### config.mk
export PLATFORM = sky130hd
export DESIGN_NAME = rbc_rx
export DESIGN_NICKNAME = d
export VERILOG_FILES = /design/src/rbc_pkg.sv /design/src/rbc_fifo.sv /design/src/rbc_rx.sv
export SDC_FILE = /design/constraint.sdc
export NUM_CORES = 1
export LEC_CHECK = 0
export ABC_AREA = 1
export BUFFER_PORTS_ARGS = -buffer_cell sky130_fd_sc_hd__buf_2
export CAP_MARGIN = 20
export CORE_MARGIN = 4
export CORE_UTILIZATION = 35
export DETAILED_ROUTE_END_ITERATION = 10
export GPL_TIMING_DRIVEN = 1
export SYNTH_ARGS = -nofsm -noshare
export SYNTH_HDL_FRONTEND = slang
export SYNTH_SLANG_ARGS = --single-unit
export TNS_END_PERCENT = 5
### constraint.sdc
create_clock -name clk_i -period 11.05 [get_ports clk_i]
set_input_delay 1.6575 -clock clk_i [delete_from_list [all_inputs] [get_ports clk_i]]
set_output_delay 1.6575 -clock clk_i [all_outputs]
set_load 0.005 [all_outputs]
### src/rbc_pkg.sv
// Purpose: shared constants, types and carriers of the receive bit-check codec
// Assumes: 20 MHz system clock
// Notes:   timing counts are derived here from times in their own unit
package rbc_pkg;

   // system clock period
   localparam int CLK_NS          = 50;
   // bit-check clock period and its length in system cycles
   localparam int CHECK_PERIOD_NS = 1000;
   localparam logic [7:0] CHECK_DIV =
      8'((CHECK_PERIOD_NS + CLK_NS - 1) / CLK_NS);
   // signal processing start-up time and its cycle count
   localparam int STARTUP_NS      = 100000;
   localparam logic [11:0] STARTUP_CYC =
      12'((STARTUP_NS + CLK_NS - 1) / CLK_NS);

   // data widths and depths
   localparam int BYTE_W     = 8;
   localparam int BUF_DEPTH  = 16;
   localparam int FIFO_DEPTH = 4;

   // interval counter saturation value
   localparam logic [7:0] IV_SAT = 8'hff;
   // edge-to-edge checks for each bit-count selection
   localparam logic [4:0] CHECKS_0 = 5'h00;
   localparam logic [4:0] CHECKS_3 = 5'h06;
   localparam logic [4:0] CHECKS_6 = 5'h0c;
   localparam logic [4:0] CHECKS_9 = 5'h12;
   // byte count thresholds per interrupt level
   localparam logic [4:0] IRQ_LVL0 = 5'h01;
   localparam logic [4:0] IRQ_LVL1 = 5'h04;
   localparam logic [4:0] IRQ_LVL2 = 5'h08;
   localparam logic [4:0] IRQ_LVL3 = 5'h0c;
   // buffer full level and last bit index of a byte
   localparam logic [4:0] BUF_FULL = 5'h10;
   localparam logic [2:0] LAST_BIT = 3'h7;
   // operating mode codes
   localparam logic [1:0] OPM_RX      = 2'h3;
   localparam logic [1:0] OPM_POLLING = 2'h2;

   // receive sequencer states
   typedef enum logic [2:0] {
      RBC_OFF,
      RBC_STARTUP,
      RBC_CHECK,
      RBC_RECV,
      RBC_SLEEP
   } rbc_state_t;

   // configuration bits from the control registers
   typedef struct packed {
      logic [1:0] op_mode;           // op_mode_bit1, op_mode_bit0
      logic       t_mode;            // transparent mode
      logic       p_mode;            // pattern mode
      logic       modulation_select; // 1 ask, 0 fsk
      logic [1:0] nbit_sel;          // bits to check: 0,3,6,9
      logic [1:0] irq_level;         // irq_level_bit1, irq_level_bit0
      logic [5:0] lim_min;           // lower interval limit
      logic [5:0] lim_max;           // upper interval limit
   } rbc_cfg_t;

   // byte read port toward the serial interface
   typedef struct packed {
      logic              valid;
      logic [BYTE_W-1:0] data;
   } rbc_byte_t;

endpackage : rbc_pkg

### src/rbc_fifo.sv
// Purpose: small shift-register fifo between data buffer and read port
// Assumes: single clock, synchronous active-low reset
// Notes:   head entry and flags are flops, so outputs need no mux
`timescale 1ns/1ps
`default_nettype none
module rbc_fifo #(
   parameter int WIDTH = 8,
   parameter int DEPTH = 4
) (
   input  wire logic             clk_i,       // system clock
   input  wire logic             rst_n_i,     // sync reset, active low
   input  wire logic             flush_i,     // drop all entries
   input  wire logic             in_valid_i,  // write request
   output var  logic             in_ready_o,  // space available
   input  wire logic [WIDTH-1:0] in_data_i,   // write data
   output var  logic             out_valid_o, // head holds data
   input  wire logic             out_ready_i, // reader takes head
   output var  logic [WIDTH-1:0] out_data_o   // head data
);

   // whole fifo state
   typedef struct packed {
      logic [DEPTH-1:0][WIDTH-1:0] mem;  // entries, head at index 0
      logic [DEPTH-1:0]            vld;  // entry valid flags
   } rbc_fifo_st_t;

   rbc_fifo_st_t st_reg;   // registered state
   rbc_fifo_st_t st_next;  // next state

   logic push;  // accepted write
   logic pop;   // accepted read
   logic placed; // write slot already taken this cycle

   // shift on pop, write into first free slot
   always_comb begin
      st_next = st_reg;
      placed  = 1'b0;
      push    = in_valid_i & ~st_reg.vld[DEPTH-1];
      pop     = out_ready_i & st_reg.vld[0];
      if (pop) begin
         st_next.mem = st_reg.mem >> WIDTH;
         st_next.vld = st_reg.vld >> 1;
      end
      // only the first free slot takes the word, never the ones behind it
      if (push) begin
         for (int i = 0; i < DEPTH; i++) begin
            if (!placed && !st_next.vld[i]) begin
               st_next.mem[i] = in_data_i;
               st_next.vld[i] = 1'b1;
               placed         = 1'b1;
            end
         end
      end
      if (flush_i) begin
         st_next.vld = '0;
      end
   end

   // state register
   always_ff @(posedge clk_i) begin
      if (!rst_n_i) begin
         st_reg <= '0;
      end else begin
         st_reg <= st_next;
      end
   end

   assign in_ready_o  = ~st_reg.vld[DEPTH-1];
   assign out_valid_o = st_reg.vld[0];
   assign out_data_o  = st_reg.mem[0];

endmodule : rbc_fifo
`default_nettype wire

### src/rbc_rx.sv
// Purpose: receive bit check, manchester decoding and byte buffering
// Assumes: demodulated data and chip select arrive asynchronously
// Notes:   control bits come from the register file on the same clock
`timescale 1ns/1ps
`default_nettype none

// How it works
// - bit count selects 0/6/12/18 checks
// - interval outside window ends the check
// - six-bit limits in check clock units
// - counter ticks per check period, limits compared
// - success sets supply and clock enables
// - entry interrupt only without transparent/pattern mode
// - transparent mode drives data on serial pin
// - non-transparent mode buffers decoded data
// - only T and 2T intervals accepted
// - 2T bounds derived from limits, rounded up
// - bytes stored after start bit, inclusive
// - sixteen-byte buffer, newest overwrites oldest
// - byte count up on receive, down on read
// - interrupt when rising count hits level
// - bit error interrupts, returns to start-up
// - missing centre edge is a bit error
// - errored byte is never stored
// - control write resets buffer and count
// - receive mode still set restarts start-up
// - rising demod edge decodes as one
// - pin released when not transparent
module rbc_rx (
   input  wire logic              clk_i,              // system clock
   input  wire logic              rst_n_i,            // sync reset, active low
   input  wire logic              demod_i,            // demodulator output pin
   input  wire logic              cs_n_i,             // serial chip select pin
   input  wire rbc_pkg::rbc_cfg_t cfg_i,              // control register bits
   input  wire logic              ctrl_write_i,       // write to regs 1,4,5,6
   input  wire logic              wake_i,             // polling timer wake pulse
   input  wire logic              irq_clear_i,        // status read clears irq
   input  wire logic              rd_ready_i,         // host takes a byte
   output var  logic              rd_valid_o,         // byte available
   output var  logic [7:0]        rd_data_o,          // byte to host
   output var  logic [4:0]        byte_count_o,       // received byte count
   output var  logic              irq_o,              // interrupt pin
   output var  logic              supply_out_enable_o, // supply output enable
   output var  logic              clk_out_enable_o,   // clock output enable
   output var  logic              sleep_o,            // in sleep mode
   output var  logic              receiving_o,        // in receiving mode
   output var  logic              serial_out_pin_o,   // serial data out level
   output var  logic              serial_out_oe_n_o   // low while pin driven
);

   // whole block state
   typedef struct packed {
      logic                     dm_s1;      // demod sync stage 1
      logic                     dm_s2;      // demod sync stage 2
      logic                     dm_d;       // delayed for edge detect
      logic                     cs_s1;      // chip select sync stage 1
      logic                     cs_s2;      // chip select sync stage 2
      rbc_pkg::rbc_state_t      state;      // sequencer state
      logic [7:0]               div_cnt;    // check clock divider
      logic [7:0]               iv_cnt;     // interval_count
      logic [11:0]              su_cnt;     // start-up timer
      logic                     seen_edge;  // first edge of check taken
      logic [4:0]               chk_cnt;    // passed checks
      logic                     synced;     // start bit found
      logic                     at_center;  // last edge was a bit centre
      logic [7:0]               shift;      // byte being assembled
      logic [2:0]               bit_cnt;    // bits in shift
      logic [15:0][7:0]         bufm;       // data buffer
      logic [3:0]               wr_ptr;     // buffer write index
      logic [3:0]               rd_ptr;     // buffer read index
      logic [4:0]               fill;       // bytes held in buffer
      logic [4:0]               byte_cnt;   // bytes held in buffer and fifo
      logic                     irq;        // interrupt pin level
      logic                     sup_en;     // supply_out_enable
      logic                     clk_en;     // clock output enable
      logic                     sdo;        // serial_out_pin level
      logic                     sdo_oe_n;   // serial pin enable, low drives
      logic                     sleep;      // sleep mode flag
      logic                     recv;       // receiving mode flag
   } rbc_st_t;

   rbc_st_t r_reg;   // registered state
   rbc_st_t r_next;  // next state

   logic       edge_det;   // demod edge seen
   logic       rising;     // edge was low to high
   logic       tick;       // one check clock period elapsed
   logic [7:0] lim_lo;     // T lower bound
   logic [7:0] lim_hi;     // T upper bound
   logic [7:0] dbl_sum;    // lim_min + lim_max
   logic [7:0] dbl_diff;   // lim_max - lim_min
   logic [7:0] double_interval_low;   // 2T lower bound
   logic [7:0] double_interval_high;  // 2T upper bound
   logic [4:0] chk_target; // checks required
   logic [4:0] irq_thr;    // count threshold
   logic       is_t;       // interval is T
   logic       is_2t;      // interval is 2T
   logic       bit_rec;    // decoded bit valid
   logic       store;      // full byte ready
   logic [7:0] store_byte; // byte to store
   logic       enter_rx;   // bit check passed
   logic       rx_err;     // bit error in receiving mode
   logic       fifo_ready; // fifo has room
   logic       push;       // buffer to fifo move
   logic       overwrite;  // store into full buffer
   logic       host_take;  // host handshake
   logic       irq_set;    // interrupt event this cycle

   // limits and their 2T derivation
   always_comb begin
      lim_lo   = {2'h0, cfg_i.lim_min};
      lim_hi   = {2'h0, cfg_i.lim_max};
      dbl_sum  = lim_lo + lim_hi;
      dbl_diff = lim_hi - lim_lo;
      // half of an odd difference rounds each bound up
      double_interval_low  = dbl_sum - {1'b0, dbl_diff[7:1]};
      double_interval_high = dbl_sum + 8'({1'b0, dbl_diff[7:1]} + {7'h0, dbl_diff[0]});
      is_t  = (r_reg.iv_cnt >= lim_lo) && (r_reg.iv_cnt < lim_hi);
      is_2t = (r_reg.iv_cnt >= double_interval_low)
              && (r_reg.iv_cnt < double_interval_high);
      unique case (cfg_i.nbit_sel)
         2'h0: chk_target = rbc_pkg::CHECKS_0;
         2'h1: chk_target = rbc_pkg::CHECKS_3;
         2'h2: chk_target = rbc_pkg::CHECKS_6;
         2'h3: chk_target = rbc_pkg::CHECKS_9;
      endcase
      unique case (cfg_i.irq_level)
         2'h0: irq_thr = rbc_pkg::IRQ_LVL0;
         2'h1: irq_thr = rbc_pkg::IRQ_LVL1;
         2'h2: irq_thr = rbc_pkg::IRQ_LVL2;
         2'h3: irq_thr = rbc_pkg::IRQ_LVL3;
      endcase
   end

   // sequencer, decoder and buffer next state
   always_comb begin
      r_next     = r_reg;
      bit_rec    = 1'b0;
      store      = 1'b0;
      store_byte = '0;
      enter_rx   = 1'b0;
      rx_err     = 1'b0;
      // two-flop synchronisers on the pins
      r_next.dm_s1 = demod_i;
      r_next.dm_s2 = r_reg.dm_s1;
      r_next.dm_d  = r_reg.dm_s2;
      r_next.cs_s1 = cs_n_i;
      r_next.cs_s2 = r_reg.cs_s1;
      edge_det = r_reg.dm_s2 ^ r_reg.dm_d;
      rising   = r_reg.dm_s2 & ~r_reg.dm_d;
      // check clock period divider
      tick = (r_reg.div_cnt == rbc_pkg::CHECK_DIV - 8'h01);
      r_next.div_cnt = tick ? '0 : r_reg.div_cnt + 8'h01;
      // interval counter, cleared at each edge
      if (edge_det) begin
         r_next.iv_cnt = '0;
         r_next.div_cnt = '0;
      end else if (tick && r_reg.iv_cnt != rbc_pkg::IV_SAT) begin
         r_next.iv_cnt = r_reg.iv_cnt + 8'h01;
      end
      // serial pin released unless transparent reception
      r_next.sdo      = 1'b0;
      r_next.sdo_oe_n = 1'b1;

      unique case (r_reg.state)
         rbc_pkg::RBC_OFF: begin
            if (cfg_i.op_mode[1]) begin
               r_next.state  = rbc_pkg::RBC_STARTUP;
               r_next.su_cnt = '0;
            end
         end
         rbc_pkg::RBC_STARTUP: begin
            r_next.su_cnt = r_reg.su_cnt + 12'h001;
            if (r_reg.su_cnt == rbc_pkg::STARTUP_CYC - 12'h001) begin
               r_next.state     = rbc_pkg::RBC_CHECK;
               r_next.seen_edge = 1'b0;
               r_next.chk_cnt   = '0;
            end
         end
         rbc_pkg::RBC_CHECK: begin
            if (chk_target == rbc_pkg::CHECKS_0) begin
               enter_rx = 1'b1;
            end else if (edge_det) begin
               r_next.seen_edge = 1'b1;
               if (r_reg.seen_edge) begin
                  if (r_reg.iv_cnt < lim_lo) begin
                     r_next.state = rbc_pkg::RBC_SLEEP;
                  end else begin
                     r_next.chk_cnt = r_reg.chk_cnt + 5'h01;
                     if (r_reg.chk_cnt + 5'h01 == chk_target) begin
                        enter_rx = 1'b1;
                     end
                  end
               end
            end else if (r_reg.seen_edge && r_reg.iv_cnt >= lim_hi) begin
               r_next.state = rbc_pkg::RBC_SLEEP;
            end
            // continuous receive mode retries at once instead of sleeping
            if (r_next.state == rbc_pkg::RBC_SLEEP && cfg_i.op_mode == rbc_pkg::OPM_RX) begin
               r_next.state     = rbc_pkg::RBC_CHECK;
               r_next.seen_edge = 1'b0;
               r_next.chk_cnt   = '0;
            end
            if (enter_rx) begin
               r_next.state     = rbc_pkg::RBC_RECV;
               r_next.sup_en    = 1'b1;
               r_next.clk_en    = 1'b1;
               r_next.synced    = 1'b0;
               r_next.at_center = 1'b0;
               r_next.bit_cnt   = '0;
               if (!cfg_i.t_mode && !cfg_i.p_mode) begin
                  r_next.irq = 1'b1;
               end
            end
         end
         rbc_pkg::RBC_RECV: begin
            if (cfg_i.t_mode) begin
               // raw stream straight onto the pin while chip select is low
               r_next.sdo      = r_reg.dm_s2;
               r_next.sdo_oe_n = r_reg.cs_s2;
            end else if (edge_det) begin
               if (is_t) begin
                  if (r_reg.synced) begin
                     r_next.at_center = ~r_reg.at_center;
                     bit_rec = ~r_reg.at_center;
                  end
               end else if (is_2t) begin
                  // first 2T ends on the centre of the start bit
                  if (!r_reg.synced) begin
                     r_next.synced    = 1'b1;
                     r_next.at_center = 1'b1;
                     bit_rec          = 1'b1;
                  end else if (r_reg.at_center) begin
                     bit_rec = 1'b1;
                  end else begin
                     rx_err = 1'b1;
                  end
               end else begin
                  rx_err = 1'b1;
               end
            end else if (r_reg.iv_cnt >= double_interval_high) begin
               rx_err = 1'b1;
            end
            // shift decoded bit in msb first
            if (bit_rec) begin
               r_next.shift   = {r_reg.shift[6:0], rising};
               r_next.bit_cnt = r_reg.bit_cnt + 3'h1;
               if (r_reg.bit_cnt == rbc_pkg::LAST_BIT) begin
                  store      = 1'b1;
                  store_byte = {r_reg.shift[6:0], rising};
               end
            end
            // partial byte is dropped on error
            if (rx_err) begin
               r_next.irq     = 1'b1;
               r_next.state   = rbc_pkg::RBC_STARTUP;
               r_next.su_cnt  = '0;
               r_next.bit_cnt = '0;
               r_next.synced  = 1'b0;
            end
         end
         rbc_pkg::RBC_SLEEP: begin
            if (wake_i) begin
               r_next.state  = rbc_pkg::RBC_STARTUP;
               r_next.su_cnt = '0;
            end
         end
      endcase

      // buffer to fifo transfer, held back while overwriting
      overwrite = store && (r_reg.fill == rbc_pkg::BUF_FULL);
      push      = (r_reg.fill != 5'h00) && !overwrite;
      host_take = rd_valid_o && rd_ready_i;
      if (push && fifo_ready) begin
         r_next.rd_ptr = r_reg.rd_ptr + 4'h1;
      end
      if (store) begin
         r_next.bufm[r_reg.wr_ptr] = store_byte;
         r_next.wr_ptr = r_reg.wr_ptr + 4'h1;
         if (overwrite) begin
            r_next.rd_ptr = r_reg.rd_ptr + 4'h1;
         end
      end
      r_next.fill = r_reg.fill + {4'h0, store && !overwrite}
                    - {4'h0, push && fifo_ready};
      // count of bytes waiting for the host
      r_next.byte_cnt = r_reg.byte_cnt + {4'h0, store && !overwrite}
                        - {4'h0, host_take};
      if (store && !overwrite && r_reg.byte_cnt + 5'h01 == irq_thr) begin
         r_next.irq = 1'b1;
      end

      // control write clears buffering, restarts start-up only in receive mode (OPM_RX)
      if (ctrl_write_i) begin
         r_next.wr_ptr   = '0;
         r_next.rd_ptr   = '0;
         r_next.fill     = '0;
         r_next.byte_cnt = '0;
         r_next.bit_cnt  = '0;
         r_next.synced   = 1'b0;
         if (r_reg.state != rbc_pkg::RBC_OFF && cfg_i.op_mode == rbc_pkg::OPM_RX) begin
            r_next.state  = rbc_pkg::RBC_STARTUP;
            r_next.su_cnt = '0;
         end
      end
      // leaving the receive modes parks the sequencer
      if (!cfg_i.op_mode[1]) begin
         r_next.state = rbc_pkg::RBC_OFF;
      end
      // status read clears; a same-cycle event wins
      irq_set = (enter_rx && !cfg_i.t_mode && !cfg_i.p_mode) || rx_err
                || (store && !overwrite && (r_reg.byte_cnt + 5'h01 == irq_thr));
      if (irq_clear_i && !irq_set) begin
         r_next.irq = 1'b0;
      end
      // mode flags kept in flops so the outputs need no decode
      r_next.sleep = (r_next.state == rbc_pkg::RBC_SLEEP);
      r_next.recv  = (r_next.state == rbc_pkg::RBC_RECV);
   end

   // state register
   always_ff @(posedge clk_i) begin
      if (!rst_n_i) begin
         r_reg          <= '0;
         r_reg.state    <= rbc_pkg::RBC_OFF;
         r_reg.sdo_oe_n <= 1'b1;
      end else begin
         r_reg <= r_next;
      end
   end

   // fifo between buffer and host read port
   rbc_fifo #(
      .WIDTH (rbc_pkg::BYTE_W),
      .DEPTH (rbc_pkg::FIFO_DEPTH)
   ) i_rbc_fifo (
      .clk_i       (clk_i),
      .rst_n_i     (rst_n_i),
      .flush_i     (ctrl_write_i),
      .in_valid_i  (push),
      .in_ready_o  (fifo_ready),
      .in_data_i   (r_reg.bufm[r_reg.rd_ptr]),
      .out_valid_o (rd_valid_o),
      .out_ready_i (rd_ready_i),
      .out_data_o  (rd_data_o)
   );

   // flop outputs
   assign byte_count_o        = r_reg.byte_cnt;
   assign irq_o               = r_reg.irq;
   assign supply_out_enable_o = r_reg.sup_en;
   assign clk_out_enable_o    = r_reg.clk_en;
   assign sleep_o             = r_reg.sleep;
   assign receiving_o         = r_reg.recv;
   assign serial_out_pin_o    = r_reg.sdo;
   assign serial_out_oe_n_o   = r_reg.sdo_oe_n;

endmodule : rbc_rx
`default_nettype wire

==> impl_metrics.sql, run 1 <==
INSERT INTO impl_metrics (metric_group, metric, value, unit) VALUES
('power', 'ir_worst_vdd', '0.00008254', 'V'),
('timing', 'period_minus_slack', '7.919', 'ns'),
('timing', 'slew_viol_final', '0', ''),
('global_route', 'first_global_vias', '11680', ''),
('worst_setup_path', 'worst_r2r_endpoint', 'r_reg[16]', ''),
('run_status', 'outcome', 'complete, no violations', ''),
('hold_path', 'cell_depth_of_the_worst_hold_path', '2', ''),
('global_route', 'grt_antenna_before_repair', '0', ''),
('floorplanning', 'design.die.area', '42660', 'um2'),
('yosys', 'postSynth.asyncResetShare', '0', ''),
('route', 'detail_route.vias_per_cell', '5.049', ''),
('worst_setup_path', 'critical_path_endpoint_category', 'register', ''),
('clocking', 'number_of_clock_sinks_seen_by_cts', '242', ''),
('global_route', 'wire_length_of_the_first_global_routing_pass', '58.66', 'mm'),
('yosys', 'synthTopCellsByCount', 'sky130_fd_sc_hd__nand2_1 (535), sky130_fd_sc_hd__dfxtp_1 (242), sky130_fd_sc_hd__a21oi_1 (240), sky130_fd_sc_hd__nor2_1 (188), sky130_fd_sc_hd__inv_1 (170)', ''),
('floorplanning', 'chipHeight', '206.5', 'um'),
('power', 'finalPower', '2.489', 'mW'),
('worst_setup_path', 'cp.arrival', '8.42', 'ns'),
('timing', 'fin_skew', '0.03716', 'ns'),
('worst_setup_path', 'startpoint_type', 'input port', ''),
('floorplanning', 'design.core.area', '38830', 'um2'),
('clocking', 'post_cts_setup_buffer_count', '0', ''),
('timing', 'max_slew_margin', '0.3078', ''),
('cells_and_area', 'n_antenna_cell', '0', ''),
('place', 'dpl.hpwl', '24.05', 'mm'),
('floorplanning', 'io_pins', '50', ''),
('power', 'power_density', '163.6', 'nW/um2'),
('clocking', 'path_clk_slew', '0.06', 'ns'),
('yosys', 'dominantRegCellSynth', 'sky130_fd_sc_hd__dfxtp_1', ''),
('cells_and_area', 'finalNetCount', '2106', ''),
('worst_setup_path', 'slowest_stage', 'sky130_fd_sc_hd__nand2_2', ''),
('timing', 'timing.final.setup_violations', '0', ''),
('hold_path', 'timing.hold.worst.class', 'register to register', ''),
('job', 'timing.max_cap.violations', '0', ''),
('global_route', 'grt_usage', '0.1634', ''),
('yosys', 'synth_area', '13800', 'um2'),
('worst_setup_path', 'cp.required', '11.55', 'ns'),
('worst_setup_path', 'worst_r2r_path_depth', '19', ''),
('clocking', 'cts-hold-fix-buffers', '0', ''),
('yosys', 'postSynthNetCount', '2108', ''),
('worst_setup_path', 'criticalPathCategory', 'input port to register', ''),
('hold_path', 'hold_path_end', 'r_reg[203]', ''),
('yosys', 'synth_top_cells_by_area', 'sky130_fd_sc_hd__dfxtp_1 (35%), sky130_fd_sc_hd__nand2_1 (15%), sky130_fd_sc_hd__a21oi_1 (8.7%)', ''),
('global_route', 'grt_max_degree', '103', ''),
('place', 'finalWeightedCongestion', '0.8412', ''),
('worst_setup_path', 'ff2ff_setup_slack', '6.29', 'ns'),
('timing', 'timing.setup.tns', '0', 'ns'),
('yosys', 'synth_cell_types', '50', ''),
('yosys', 'synth_sequential_area_ratio', '0.3512', ''),
('timing', 'worstMarginPinSlew', '1.037', 'ns'),
('route', 'routed_wire_length_per_instance', '14.06', 'um'),
('timing', 'grt_setup_unrepaired', 'no', ''),
('floorplanning', 'initial_core_util', '0.3553', ''),
('clocking', 'clock_tree_from_tritoncts', 'done', ''),
('power', 'static-leakage-power', '5.878', 'nW'),
('route', 'antenna_left', '0', ''),
('route', 'detail_route.first_pass.iterations', '5', ''),
('timing', 'highest_clock_rate', '0.1263', 'GHz'),
('route', 'drt_first_iter_violations', '996', ''),
('worst_setup_path', 'worst_path_largest_cell_delay', '0.62', 'ns'),
('yosys', 'post_synthesis_sequential_element_count', '242', ''),
('clocking', 'clk_latency', '0.57', 'ns'),
('yosys', 'count_of_flip_flops_with_a_built_in_enable_after_synthesis', '0', ''),
('yosys', 'synth.top_cell.area_share', '0.3512', ''),
('route', 'vias', '12750', ''),
('yosys', 'post_synth_inst_count', '1990', ''),
('floorplanning', 'fp.dieW', '206.5', 'um'),
('worst_setup_path', 'worst_r2r_startpoint', 'r_reg[189]', ''),
('route', 'route.detailed.drc', '0', ''),
('yosys', 'avgSynthCellArea', '6.933', 'um2'),
('yosys', 'synth_top_cell_by_area', 'sky130_fd_sc_hd__dfxtp_1', '');
[worst max-delay path by stage]
| stage | startpoint | to | slack (ns) | cells after the start |
|---|---|---|---|---|
| after floorplan | cfg_i[8] | byte_count_o[4] | 4.00 | 39 |
| after global routing | cfg_i[8] | r_reg[16] | 2.45 | 37 |
| final | cfg_i[8] | r_reg[16] | 3.13 | 37 |
| after global placement | cfg_i[8] | r_reg[16] | 2.61 | 37 |
| after CTS | cfg_i[8] | r_reg[16] | 3.15 | 37 |
| after detailed placement | cfg_i[8] | r_reg[16] | 2.57 | 37 |
[area by class of cell]
| type | instances | area [um2] |
|---|---|---|
| multi-input combinational | 1463 | 7711 |
| clock buffer | 44 | 810.8 |
| timing repair buffer | 65 | 387.9 |
| tap | 518 | 648.1 |
| sequential | 242 | 4846 |
| clock inverter | 5 | 50.05 |
| fill | 4078 | 23610 |
| inverter | 188 | 760.7 |
[metal layers]
| metal | part of all wire | track usage | routed length, um | up-vias |
|---|---|---|---|---|
| met4 | 0.018 | 0.03470 | 649 | 0 |
| met1 | 0.47 | 0.2228 | 16550 | 5962 |
| li1 | - | - | - | 6514 |
| met5 | 0 | 0 | 0 | - |
| met3 | 0.045 | 0.02234 | 1583 | 48 |
| met2 | 0.47 | 0.2774 | 16710 | 225 |
[placed cells by master, fill, tap and decap left out, types with 10 or more instances in the layout]
cell                        netlist  layout
sky130_fd_sc_hd__nand2_1        535     535
sky130_fd_sc_hd__dfxtp_1        242     241
sky130_fd_sc_hd__a21oi_1        240     240
sky130_fd_sc_hd__nor2_1         188     188
sky130_fd_sc_hd__inv_1          170     169
sky130_fd_sc_hd__o21ai_0        159     159
sky130_fd_sc_hd__ha_1            83      83
sky130_fd_sc_hd__nand3_1         71      71
sky130_fd_sc_hd__buf_2            9      48
sky130_fd_sc_hd__clkbuf_16        0      28
sky130_fd_sc_hd__xor2_1          21      21
sky130_fd_sc_hd__o221ai_1        21      21
sky130_fd_sc_hd__nand4_1         18      18
sky130_fd_sc_hd__nor3_1          17      17
sky130_fd_sc_hd__o22ai_1         15      15
sky130_fd_sc_hd__buf_4           22      15
sky130_fd_sc_hd__clkbuf_1        64      11
sky130_fd_sc_hd__nand2_2         10      10
sky130_fd_sc_hd__nand2_8         10      10
sky130_fd_sc_hd__clkinv_4        10      10
[report_power, final]
part	switching, mW	total, mW	internal, mW
logic	0.484	0.694	0.210
registers	0.0205	0.920	0.899
clock network	0.374	0.875	0.502
total	0.879	2.49	1.61
[worst max-delay path, delay by kind of cell]
kind	cells	cell delay, ns
adders and majority gates	6	2.05
xor gates and xnor gates	1	0.22
buffers and inverters	6	0.81
and+or+nand+nor	15	2.08
AOI/OAI and AO/OA	9	1.57
[cells by family after synthesis]
| kind of cell | Yosys count | share of synthesized area |
|---|---|---|
| flip-flops | 242 | 0.3512 |
| AO/OA/AOI/OAI | 472 | 0.1855 |
| adder cells (fa/ha/maj) | 89 | 0.08398 |
| XOR/XNOR | 29 | 0.01841 |
| buffers and inverters | 285 | 0.08988 |
| AND/OR/NAND/NOR | 873 | 0.2711 |
[per-stage QoR]
stage	hold slack (ns)	area [um2]	util	std cells	setup WS (ns)
5_1_grt	0.4476	15210	0.3919	2525	2.452
3_3_place_gp	0.4164	14320	0.3688	2474	2.610
3_5_place_dp	0.4153	14320	0.3688	2474	2.571
4_1_cts	0.4300	15180	0.3910	2523	3.151
6_report	0.4327	15210	0.3919	2525	3.131
2_1_floorplan	0.3905	13800	-	1990	3.999
(Power assumes the default switching activity.)
==> run 2, diff against run 1 <==
ABC_AREA = 0   (was 1)
clock period = 7.4 ns   (was 11.05 ns; I/O delays follow)
==> impl_metrics.sql, run 2 <==
INSERT INTO impl_metrics (metric_group, metric, value, unit) VALUES
('timing', 'fin_skew', '0.03033', 'ns'),
('place', 'dpl.hpwl', '21.91', 'mm'),
('timing', 'slew_viol_final', '0', ''),
('worst_setup_path', 'worst-path-buf-inv', '4', ''),
('timing', 'period_minus_slack', '6.675', 'ns'),
('global_route', 'grt_antenna_before_repair', '2', ''),
('timing', 'highest_clock_rate', '0.1498', 'GHz'),
('worst_setup_path', 'cp.required', '7.84', 'ns'),
('worst_setup_path', 'critical-path-top-cell-by-count', 'sky130_fd_sc_hd__ha_1', ''),
('clocking', 'path_clk_slew', '0.06', 'ns'),
('global_route', 'wire_length_of_the_first_global_routing_pass', '51.85', 'mm'),
('run_status', 'outcome', 'complete, no violations', ''),
('floorplanning', 'chipHeight', '202.3', 'um'),
('yosys', 'synthTopCellsByCount', 'sky130_fd_sc_hd__nand2_1 (328), sky130_fd_sc_hd__dfxtp_1 (242), sky130_fd_sc_hd__a21oi_1 (167), sky130_fd_sc_hd__nor2_1 (87), sky130_fd_sc_hd__clkbuf_1 (84)', ''),
('yosys', 'synth.top_cell.area_share', '0.3666', ''),
('timing', 'grt_setup_unrepaired', 'no', ''),
('cells_and_area', 'n_antenna_cell', '0', ''),
('yosys', 'synth_top_cell_by_area', 'sky130_fd_sc_hd__dfxtp_1', ''),
('yosys', 'count_of_flip_flops_with_a_built_in_enable_after_synthesis', '0', ''),
('floorplanning', 'design.core.area', '36960', 'um2'),
('route', 'vias', '10440', ''),
('timing', 'period_share', '0.9020', ''),
('timing', 'timing.final.setup_violations', '0', ''),
('route', 'antenna_left', '0', ''),
('hold_path', 'timing.hold.worst.class', 'register to register', ''),
('yosys', 'post_synth_inst_count', '1526', ''),
('global_route', 'grt_max_degree', '74', ''),
('route', 'detail_route.first_pass.iterations', '5', ''),
('floorplanning', 'initial_core_util', '0.3575', ''),
('place', 'io_buffer_count', '48', ''),
('clocking', 'cts-hold-fix-buffers', '0', ''),
('timing', 'worstMarginPinSlew', '1.078', 'ns'),
('cells_and_area', 'final_common_cell', 'sky130_fd_sc_hd__nand2_1', ''),
('power', 'static-leakage-power', '5.642', 'nW'),
('yosys', 'synth_cell_types', '75', ''),
('place', 'finalWeightedCongestion', '0.8307', ''),
('route', 'routed_wl', '32.11', 'mm'),
('timing', 'max_slew_margin', '0.2785', ''),
('clocking', 'clk_latency', '0.56', 'ns'),
('worst_setup_path', 'crit_fanout', '6', ''),
('yosys', 'post_synthesis_sequential_element_count', '242', ''),
('clocking', 'ctsLongestPathBuffers', '3', ''),
('clocking', 'post_cts_setup_buffer_count', '0', ''),
('power', 'power_density', '237.4', 'nW/um2'),
('yosys', 'yosysWarningCount', '0', ''),
('floorplanning', 'design.die.area', '40930', 'um2'),
('worst_setup_path', 'critical_path_endpoint_category', 'register', ''),
('clocking', 'htreeDepth', '1', ''),
('worst_setup_path', 'ff2ff_setup_slack', '2.72', 'ns'),
('floorplanning', 'placementRows', '70', ''),
('cells_and_area', 'layout_common_cells', 'sky130_fd_sc_hd__nand2_1 (328), sky130_fd_sc_hd__dfxtp_1 (241), sky130_fd_sc_hd__a21oi_1 (167)', ''),
('clocking', 'ctsResizeCount', '0', ''),
('cells_and_area', 'finalNetCount', '1629', ''),
('worst_setup_path', 'criticalPathCategory', 'input port to register', ''),
('yosys', 'dominantRegCellSynth', 'sky130_fd_sc_hd__dfxtp_1', ''),
('clocking', 'clockRootBuffer', 'sky130_fd_sc_hd__clkbuf_16', ''),
('route', 'route.detailed.drc', '0', ''),
('cells_and_area', 'fillerInstances', '3694', ''),
('clocking', 'number_of_clock_sinks_seen_by_cts', '242', ''),
('route', 'routed_wire_length_per_instance', '15.77', 'um'),
('yosys', 'synth_top_cells_by_area', 'sky130_fd_sc_hd__dfxtp_1 (37%), sky130_fd_sc_hd__nand2_1 (9.3%), sky130_fd_sc_hd__ha_1 (7.9%)', ''),
('timing', 'timing.setup.tns', '0', 'ns'),
('yosys', 'synth_sequential_area_ratio', '0.3666', ''),
('job', 'timing.max_cap.violations', '0', ''),
('worst_setup_path', 'slowest_stage', 'sky130_fd_sc_hd__or4_4', ''),
('global_route', 'grt_remaining_overflow', '0', ''),
('floorplanning', 'io_pins', '50', ''),
('cells_and_area', 'post_layout_nonfiller_instances', '2036', ''),
('clocking', 'cts-buffers-inserted', '28', ''),
('place', 'place_inst', '1984', ''),
('cells_and_area', 'drive_above_1_share', '0.1279', ''),
('cells_and_area', 'finish.utilization', '0.3969', ''),
('floorplanning', 'fp.dieW', '202.3', 'um'),
('yosys', 'postSynthNetCount', '1644', ''),
('yosys', 'synth_area', '13220', 'um2'),
('cells_and_area', 'area_delta_synth_final', '11.01', '%'),
('worst_setup_path', 'timing.critical_path.max_delay_family', 'adder cells', ''),
('yosys', 'synthMostInstantiatedCell', 'sky130_fd_sc_hd__nand2_1', ''),
('timing', 'final-hold-violation-count', '0', ''),
('global_route', 'grt_usage', '0.1505', ''),
('power', 'ir_worst_vdd', '0.0001582', 'V'),
('worst_setup_path', 'worst_path_largest_cell_delay', '0.52', 'ns'),
('cells_and_area', 'flip_flop_count_of_the_largest_register_all_copies_and_words_added', '192', ''),
('worst_setup_path', 'startpoint_type', 'input port', ''),
('clocking', 'clock_tree_from_tritoncts', 'done', ''),
('worst_setup_path', 'cp.arrival', '7.12', 'ns'),
('route', 'detail_route.vias_per_cell', '5.128', ''),
('global_route', 'first_global_vias', '10120', ''),
('yosys', 'postSynth.asyncResetShare', '0', ''),
('power', 'finalPower', '3.483', 'mW'),
('route', 'drt_first_iter_violations', '614', ''),
('yosys', 'avgSynthCellArea', '8.660', 'um2');
-- run 2: changes by cell type in the layout (fill, tap and decap cells not counted), sizes merged, moves of 20 or more --
cell,previous run,this run
mux4,0,40
inv,175,57
nand2,557,328
a21oi,240,168
o221ai,21,0
xnor2,8,28
mux2i,0,46
or3,0,20
o21ai,160,31
nand3,73,30
nor2,194,88
nand2b,0,22
-- run 2: cells by family after synthesis --
logic type | share of synthesized area
simple gates | 0.2083
fa+ha+maj | 0.08767
flops | 0.3666
xor+xnor | 0.03513
compound gates | 0.1328
mux | 0.1175
buf+inv | 0.05198
-- run 2: final cells by class --
type | instances | area (um2) | share of cell area
multi-input combinational | 1122 | 7691 | 0.5243
sequential | 242 | 4846 | 0.3303
clock buffer | 44 | 870.8 | 0.05936
tap | 504 | 630.6 | 0.04299
timing repair buffer | 60 | 327.8 | 0.02235
inverter | 57 | 216.5 | 0.01475
clock inverter | 7 | 87.58 | 0.005970
-- run 2: per-layer routing --
metal | wire (um) | vias up | track usage
li1 | - | 5209 | -
met5 | 27 | - | 0
met3 | 1426 | 53 | 0.02374
met4 | 691 | 4 | 0.04001
met1 | 14560 | 4979 | 0.2001
met2 | 15410 | 195 | 0.2558
-- run 2: power by group --
part | internal, mW | switching [mW]
sequential | 1.33 | 0.0265
clock | 0.841 | 0.552
combinational | 0.324 | 0.406
total | 2.50 | 0.984
-- run 2: worst paths after layout --
check,from,endpoint,cells after the start
worst max-delay path,cfg_i[0],r_reg[16],31
worst min-delay path,r_reg[203],serial_out_oe_n_o,1
worst max register to register,r_reg[185],r_reg[16],16
worst min register to register,r_reg[203],serial_out_oe_n_o,1
-- run 2: metrics by stage --
stage / setup slack [ns] / cell area, um2 / hold WS [ns]
3_3_place_gp: 0.2052 / 13700 / 0.4134
6_report: 0.7252 / 14670 / 0.4392
3_5_place_dp: 0.1881 / 13700 / 0.4293
4_1_cts: 0.7284 / 14660 / 0.4467
5_1_grt: 0.4020 / 14670 / 0.4547
2_1_floorplan: 0.5353 / 13220 / 0.3947
